`src/slb_pkg.sv`:
```
// slb_pkg.sv: register map, codes and timing constants of the bring-up sequencer
package slb_pkg;
   // ********************************************************
   // register offsets
   // ********************************************************
   localparam logic [7:0] REG_LOCK_STATUS = 8'h0a;
   localparam logic [7:0] REG_SYSREF_CTRL = 8'h3a;
   localparam logic [7:0] REG_PHY_CTRL = 8'h5f;
   localparam logic [7:0] REG_DLY_FIRST = 8'hee;
   localparam logic [7:0] REG_DLY_SECOND = 8'hef;
   localparam logic [7:0] REG_FIFO_ALIGN = 8'hf3;
   localparam logic [7:0] REG_COMMIT = 8'hff;
   // ********************************************************
   // codes and reset values
   // ********************************************************
   localparam logic [7:0] COMMIT_CODE = 8'h01;
   localparam logic [7:0] LOCK_CODE = 8'h81;
   localparam logic [7:0] UNLOCK_CODE = 8'h00;
   localparam logic [7:0] SYSREF_BUF_ONLY = 8'h01;
   localparam logic [7:0] SYSREF_ONE_SHOT = 8'h0f;
   localparam logic [7:0] SYSREF_PERIODIC = 8'h03;
   localparam logic [7:0] SYSREF_BUF_OFF = 8'h04;
   localparam logic [7:0] SYSREF_RST = 8'h00;
   localparam logic [7:0] PHY_ENABLE = 8'h14;
   localparam logic [7:0] PHY_DISABLE = 8'h15;
   localparam logic [7:0] PHY_RST = 8'h15;
   localparam logic [7:0] ALIGN_CODE = 8'hff;
   localparam logic [7:0] DLY_RST = 8'h80;
   localparam int unsigned DLY_FIELD_LSB = 0;
   localparam int unsigned DLY_FIELD_W = 3;
   // ********************************************************
   // timing
   // ********************************************************
   localparam int unsigned CLK_HZ = 10_000_000;
   localparam int unsigned CGS_TIME_NS = 400;
   localparam int unsigned CGS_CYCLES =
      (CGS_TIME_NS * (CLK_HZ / 1_000_000) + 999) / 1000;
   typedef enum logic [1:0] {SLB_LINK_IDLE, SLB_LINK_CGS, SLB_LINK_UP}
      slb_link_t;
endpackage

```
`src/slb_sequencer.sv`:
```
// slb_sequencer.sv: register file and link bring-up logic of the device
`timescale 1ns/10ps
// Notes on behaviour
// - committed sysref 0x0f selects one-shot, 0x03 selects periodic
// - commit writing 0x01 applies staged local register values
// - lock status reads 0x81 while the link pll is locked
// - phy control 0x14 enables phy and starts code group sync one cycle later
// - writing 0xff to fifo align register forces an internal fifo alignment
// - delay register writes tune fifo write and read clock delays
// - phy control 0x15 disables the phy, link stays idle
module slb_sequencer (
   // clock and reset
   input wire logic sys_clk_i,
   input wire logic rst_n_i,
   // register port
   input wire logic reg_wr_i,
   input wire logic reg_rd_i,
   input wire logic [7:0] reg_addr_i,
   input wire logic [7:0] reg_wdata_i,
   output logic [7:0] reg_rdata_o,
   output logic reg_rvalid_o,
   // link side
   input wire logic pll_locked_i,
   input wire logic sysref_i,
   output logic phy_en_o,
   output logic cgs_active_o,
   output logic link_up_o,
   output logic fifo_align_o,
   output logic sysref_buf_en_o,
   output logic sysref_one_shot_o,
   output logic sysref_periodic_o,
   output logic sysref_capture_o,
   output logic [2:0] fifo_wr_dly_o,
   output logic [2:0] fifo_rd_dly_o
);
   // ********************************************************
   // staged and live registers
   // ********************************************************
   logic [7:0] sysref_stage_q;
   logic [7:0] sysref_live_q;
   logic [7:0] phy_q;
   logic [7:0] dly1_q;
   logic [7:0] dly2_q;
   logic [7:0] rdata_q;
   logic rvalid_q;
   logic align_q;
   logic one_shot_done_q;
   logic [15:0] cgs_cnt_q;
   slb_pkg::slb_link_t link_q;

   function automatic logic hit(input logic [7:0] a);
      hit = reg_wr_i && (reg_addr_i == a);
   endfunction

   logic commit;
   assign commit = hit(slb_pkg::REG_COMMIT) &&
      (reg_wdata_i == slb_pkg::COMMIT_CODE);

   // local register staged, made live by the transfer command
   always_ff @(posedge sys_clk_i) begin
      if (!rst_n_i) begin
         sysref_stage_q <= slb_pkg::SYSREF_RST;
         sysref_live_q <= slb_pkg::SYSREF_RST;
      end else begin
         if (hit(slb_pkg::REG_SYSREF_CTRL)) begin
            sysref_stage_q <= reg_wdata_i;
         end
         if (commit) begin
            sysref_live_q <= sysref_stage_q;
         end
      end
   end

   // ********************************************************
   // sysref handling
   // ********************************************************
   // buffer bit 0 on in 0x01, 0x03 and 0x0f; off in 0x04
   assign sysref_buf_en_o = sysref_live_q[0];
   assign sysref_one_shot_o =
      (sysref_live_q == slb_pkg::SYSREF_ONE_SHOT);
   assign sysref_periodic_o =
      (sysref_live_q == slb_pkg::SYSREF_PERIODIC);

   // one-shot arms once; buffer-only mode never triggers, so no false hit
   always_ff @(posedge sys_clk_i) begin
      if (!rst_n_i) begin
         one_shot_done_q <= 1'b0;
         sysref_capture_o <= 1'b0;
      end else begin
         sysref_capture_o <= 1'b0;
         if (!sysref_one_shot_o) begin
            one_shot_done_q <= 1'b0;
         end
         if (sysref_i && sysref_periodic_o) begin
            sysref_capture_o <= 1'b1;
         end
         if (sysref_i && sysref_one_shot_o && !one_shot_done_q) begin
            sysref_capture_o <= 1'b1;
            one_shot_done_q <= 1'b1;
         end
      end
   end

   // ********************************************************
   // phy and link establishment
   // ********************************************************
   always_ff @(posedge sys_clk_i) begin
      if (!rst_n_i) begin
         phy_q <= slb_pkg::PHY_RST;
      end else if (hit(slb_pkg::REG_PHY_CTRL)) begin
         phy_q <= reg_wdata_i;
      end
   end
   assign phy_en_o = (phy_q == slb_pkg::PHY_ENABLE);

   always_ff @(posedge sys_clk_i) begin
      if (!rst_n_i) begin
         link_q <= slb_pkg::SLB_LINK_IDLE;
         cgs_cnt_q <= '0;
      end else begin
         case (link_q)
            slb_pkg::SLB_LINK_IDLE: begin
               cgs_cnt_q <= '0;
               if (phy_en_o) begin
                  link_q <= slb_pkg::SLB_LINK_CGS;
               end
            end
            slb_pkg::SLB_LINK_CGS: begin
               cgs_cnt_q <= cgs_cnt_q + 16'h0001;
               if (!phy_en_o) begin
                  link_q <= slb_pkg::SLB_LINK_IDLE;
               end else if (cgs_cnt_q >= 16'(slb_pkg::CGS_CYCLES - 1)) begin
                  link_q <= slb_pkg::SLB_LINK_UP;
               end
            end
            slb_pkg::SLB_LINK_UP: begin
               if (!phy_en_o) begin
                  link_q <= slb_pkg::SLB_LINK_IDLE;
               end
            end
            default: link_q <= slb_pkg::SLB_LINK_IDLE;
         endcase
      end
   end
   assign cgs_active_o = (link_q == slb_pkg::SLB_LINK_CGS);
   assign link_up_o = (link_q == slb_pkg::SLB_LINK_UP);

   // one-cycle alignment pulse
   always_ff @(posedge sys_clk_i) begin
      if (!rst_n_i) begin
         align_q <= 1'b0;
      end else begin
         align_q <= hit(slb_pkg::REG_FIFO_ALIGN) &&
            (reg_wdata_i == slb_pkg::ALIGN_CODE);
      end
   end
   assign fifo_align_o = align_q;

   // ********************************************************
   // fifo clock delay tuning
   // ********************************************************
   always_ff @(posedge sys_clk_i) begin
      if (!rst_n_i) begin
         dly1_q <= slb_pkg::DLY_RST;
         dly2_q <= slb_pkg::DLY_RST;
      end else begin
         if (hit(slb_pkg::REG_DLY_FIRST)) begin
            dly1_q <= reg_wdata_i;
         end
         if (hit(slb_pkg::REG_DLY_SECOND)) begin
            dly2_q <= reg_wdata_i;
         end
      end
   end
   // first register steers write clock, second the read clock
   assign fifo_wr_dly_o = dly1_q[slb_pkg::DLY_FIELD_LSB +: 3];
   assign fifo_rd_dly_o = dly2_q[slb_pkg::DLY_FIELD_LSB +: 3];

   // ********************************************************
   // read back
   // ********************************************************
   always_ff @(posedge sys_clk_i) begin
      if (!rst_n_i) begin
         rdata_q <= 8'h00;
         rvalid_q <= 1'b0;
      end else begin
         rvalid_q <= reg_rd_i;
         if (reg_rd_i) begin
            case (reg_addr_i)
               slb_pkg::REG_LOCK_STATUS: rdata_q <= pll_locked_i ?
                  slb_pkg::LOCK_CODE : slb_pkg::UNLOCK_CODE;
               slb_pkg::REG_SYSREF_CTRL: rdata_q <= sysref_live_q;
               slb_pkg::REG_PHY_CTRL: rdata_q <= phy_q;
               slb_pkg::REG_DLY_FIRST: rdata_q <= dly1_q;
               slb_pkg::REG_DLY_SECOND: rdata_q <= dly2_q;
               default: rdata_q <= 8'h00;
            endcase
         end
      end
   end
   assign reg_rdata_o = rdata_q;
   assign reg_rvalid_o = rvalid_q;

   // ********************************************************
   // checks
   // ********************************************************
   a_commit_apply: assert property (@(posedge sys_clk_i) disable iff (!rst_n_i)
      commit |=> sysref_live_q == $past(sysref_stage_q))
      else $error("commit did not apply staged value");
   a_stage_hold: assert property (@(posedge sys_clk_i) disable iff (!rst_n_i)
      !commit |=> $stable(sysref_live_q))
      else $error("live sysref changed without commit");
   a_capture_mode: assert property (@(posedge sys_clk_i) disable iff (!rst_n_i)
      sysref_capture_o |-> $past(sysref_i)
      && ($past(sysref_one_shot_o) || $past(sysref_periodic_o)))
      else $error("sysref captured outside a trigger mode");
   a_lock_read: assert property (@(posedge sys_clk_i) disable iff (!rst_n_i)
      reg_rd_i && reg_addr_i == slb_pkg::REG_LOCK_STATUS && pll_locked_i
      |=> reg_rvalid_o && reg_rdata_o == slb_pkg::LOCK_CODE)
      else $error("lock status not 0x81");
   a_phy_start: assert property (@(posedge sys_clk_i) disable iff (!rst_n_i)
      hit(slb_pkg::REG_PHY_CTRL) && reg_wdata_i == slb_pkg::PHY_ENABLE
      && link_q == slb_pkg::SLB_LINK_IDLE |=> ##1 cgs_active_o)
      else $error("cgs did not start");
   a_phy_stop: assert property (@(posedge sys_clk_i) disable iff (!rst_n_i)
      hit(slb_pkg::REG_PHY_CTRL) && reg_wdata_i == slb_pkg::PHY_DISABLE
      |=> !phy_en_o ##1 !cgs_active_o && !link_up_o)
      else $error("phy not disabled");
   a_align_pulse: assert property (@(posedge sys_clk_i) disable iff (!rst_n_i)
      fifo_align_o |-> $past(reg_wr_i)
      && $past(reg_addr_i) == slb_pkg::REG_FIFO_ALIGN
      && $past(reg_wdata_i) == slb_pkg::ALIGN_CODE)
      else $error("alignment pulse without write");
   a_dly_track: assert property (@(posedge sys_clk_i) disable iff (!rst_n_i)
      hit(slb_pkg::REG_DLY_SECOND)
      |=> fifo_rd_dly_o == 3'($past(reg_wdata_i)))
      else $error("read delay not updated");
   c_link_up: cover property (@(posedge sys_clk_i) disable iff (!rst_n_i)
      cgs_active_o ##1 link_up_o);
   c_one_shot: cover property (@(posedge sys_clk_i) disable iff (!rst_n_i)
      sysref_one_shot_o && sysref_capture_o);
   c_align: cover property (@(posedge sys_clk_i) disable iff (!rst_n_i)
      fifo_align_o);
endmodule

```
`config.mk`:
```
export PLATFORM = sky130hd
export DESIGN_NAME = slb_sequencer
export DESIGN_NICKNAME = d
export VERILOG_FILES = /design/src/slb_pkg.sv /design/src/slb_sequencer.sv
export SDC_FILE = /design/constraint.sdc
export NUM_CORES = 1
export LEC_CHECK = 0
export BUFFER_PORTS_ARGS = -buffer_cell sky130_fd_sc_hd__buf_4
export CORE_ASPECT_RATIO = 1.1
export CORE_MARGIN = 1
export CORE_UTILIZATION = 32
export CTS_CLUSTER_SIZE = 40
export DETAILED_ROUTE_END_ITERATION = 12
export PLACE_DENSITY = 0.54
export SYNTH_ARGS = -nofsm -noshare
export SYNTH_HDL_FRONTEND = slang
export SYNTH_SLANG_ARGS = --single-unit
```
`constraint.sdc`:
```
create_clock -name sys_clk_i -period 2.6 [get_ports sys_clk_i]
set_input_delay 0.39 -clock sys_clk_i [delete_from_list [all_inputs] [get_ports sys_clk_i]]
set_output_delay 0.39 -clock sys_clk_i [all_outputs]
set_load 0.02 [all_outputs]
```
==> flow_summary.yaml <==
status:
  status: "completed"
yosys:
  yosysTopAreaCell: "dfxtp_1"
  netlist_area_um2: 3200
  post-synth-top-area-fraction_pct: 43.8
  syn-instance-count: 366
  synthArstFlopShare_pct: 0
  synth_area_leaders: "dfxtp_1 44%, mux2i_1 7.8%, nand3_1 6.7%"
  synthFlopType: "dfxtp_1"
  ys_seq_area_share_pct: 43.8
  avgSynthCellArea_um2: 8.74
  synth_fp_nets: 389
  synth_cell_types: 47
  synth-seq-cells: 70
  yosys_warnings: 0
  synth_edf_count: 0
clock_network:
  cts_htree_levels: 3
  clockBufferDepth: 2
  path_clk_slew_ns: 0.07
  insertion_delay_ns: 0.35
  post_cts_resize_count: 0
  cts_tree: "built"
  cts-root-buf: "clkbuf_8"
  cts-buffers-inserted: 9
  clkSinkCount: 70
  postCtsSetupBuffers: 0
  holdBufCountCts: 0
sta:
  final.setup.tns_ns: 0
  max_freq_mhz: 497
  period_share_pct: 77.4
  fin_skew_ns: 0.00921
  worst_pin_slew_ns: 0.667
  fin_crit_ns: 2.01
  finalHoldViolCount: 0
  max_slew_margin_pct: 55.3
  maxSlewViolCount: 0
  rsz0062_at_grt: "false"
  setup_viol: 0
routing:
  firstDrtPassIters: 4
  routed_wl_mm: 8.41
  via_per_inst: 5.38
  drtIter0Drc: 124
  dr_total_vias: 2795
  post_drt_wl_per_cell_um: 16.2
  remaining_drc_errors: 0
  ant_nets: 0
final_layout:
  n_fill_cell: 973
  nNetsFinal: 421
  final_cell_mix: "70 x dfxtp_1, 46 x buf_4, 43 x nand3_1"
  drive_above_1_share_pct: 17.9
  syn_to_final_growth_pct: 17.1
  final_core_util_pct: 39.3
  antennaDiodeCount: 0
  final_common_cell: "dfxtp_1"
power:
  p_per_area_nw_per_um2: 550
  total_leakage_power_nw: 1.54
  ir_drop_uv: 276
critical_path:
  cpMaxStageDelayCell: "nor4_1"
  slowest_delay_ns: 0.43
  critPathArrivalTime_ns: 1.62
  crit_path_start_kind: "register"
  worstPathCellList: "nor4_1 > nand2_1 > nor3_1 > buf_4"
  critPathKind: "reg2out"
  worstRegToRegCells: 5
  end_kind: "output port"
  crit_required_ns: 2.21
  worstPathMaxFanout: 3
grt:
  grt_max_degree: 38
  antenna_found_initial: 0
  grt_pass1_wl_mm: 13.9
  overflow: 0
  grt_pass1_vias: 2641
  grt_usage_pct: 17.1
floorplan:
  io_pins: 45
  initial_core_util_pct: 33.6
  die_h_um: 107
  die-area_um2: 10400
  die_w_um: 97.4
  rows: 37
  core_um2: 9540
placed_design:
  numPortBuffers: 44
  routabilityCongestion: 0.820
  place_hpwl_mm: 6.26
flow_run:
  max_cap_viol_count: 0
worst_hold_path:
  hold_path_depth: 2
  hold_path.class: "in2reg"
[critical path: cells and delay by family (launching register included)]
| kind | cells | cell delay (ns) |
|---|---|---|
| flops | 1 | 0.36 |
| buf+inv | 1 | 0.19 |
| simple gates | 3 | 0.72 |
[final cells by class]
| type | count | area, µm² | area share, % |
|---|---|---|---|
| multi-input cells | 265 | 1640 | 43.7 |
| well taps | 117 | 146 | 3.91 |
| clock buffers | 9 | 124 | 3.30 |
| repair buffers | 46 | 345 | 9.21 |
| clock inverters | 7 | 72.6 | 1.94 |
| inverters | 6 | 22.5 | 0.601 |
| flip-flops and latches | 70 | 1400 | 37.4 |
[per-stage QoR]
step | cells | hold WS, ns | instance area [µm²] | power [W] | setup slack [ns]
6_report | 520 | 0.283 | 3750 | 0.00206 | 0.587
5_1_grt | 520 | 0.294 | 3750 | 0.00213 | 0.443
4_1_cts | 520 | 0.272 | 3750 | 0.00208 | 0.553
3_5_place_dp | 504 | 0.446 | 3550 | 0.00121 | 0.643
3_3_place_gp | 504 | 0.440 | 3550 | 0.00121 | 0.666
2_1_floorplan | 366 | 0.432 | 3200 | 0.00114 | 0.999
[path summary, 6_finish.rpt]
path | from | slack (ns) | endpoint
worst max-delay path | sysref_live_q[7] | 0.59 | sysref_periodic_o
worst min-delay path | sysref_i | 0.28 | sysref_capture_o
worst max register to register | cgs_cnt_q[0] | 0.89 | cgs_cnt_q[12]
worst min register to register | dly2_q[5] | 0.46 | dly2_q[5]
[synth_stat cells (all sizes together), types with 2 or more instances]
master	number
a21o	5
a21oi	20
a22o	2
a22oi	7
a41oi	3
and2	4
and3	7
and3b	4
and4	3
and4b	3
buf	13
clkbuf	12
dfxtp	70
inv	6
mux2i	25
nand2	26
nand3	44
nand4	7
nand4b	2
nor2	41
nor3	8
nor4	7
o21ai	17
o221ai	3
o31ai	2
or3	2
or4	3
xnor2	6
xor2	5
[where the power goes]
part           switching [W]  internal, W
clock network       0.000433     0.000444
logic              0.0000695    0.0000380
registers         0.00000146      0.00107
[kinds of logic after synthesis]
logic type / count (synthesis) / share of synthesized area (%)
adder cells (fa/ha/maj): 1 / 0.391
buffers and inverters: 31 / 5.08
AND/OR/NAND/NOR: 168 / 28.3
AO/OA/AOI/OAI: 60 / 11.6
XOR/XNOR: 11 / 3.01
multiplexers: 25 / 7.82
flip-flops: 70 / 43.8
[state kept, by name (all words and copies together) (netlist names)]
signal and count:
reg_rdata_o 8, link_q 2, sysref_capture_o 1, one_shot_done_q 1
dly2_q 8, sysref_stage_q 8, dly1_q 8, phy_q 8
fifo_align_o 1, sysref_live_q 8, cgs_cnt_q 16, reg_rvalid_o 1
[metal layers]
layer / share of wire, % / global-route usage (%) / up-vias
met4: 2.7 / 8.19 / 0
met5: 0 / 0 / -
met2: 48 / 28.6 / 56
met3: 3.1 / 2.41 / 16
met1: 46 / 21.7 / 1345
li1: - / - / 1378
(Power assumes the default switching activity.)
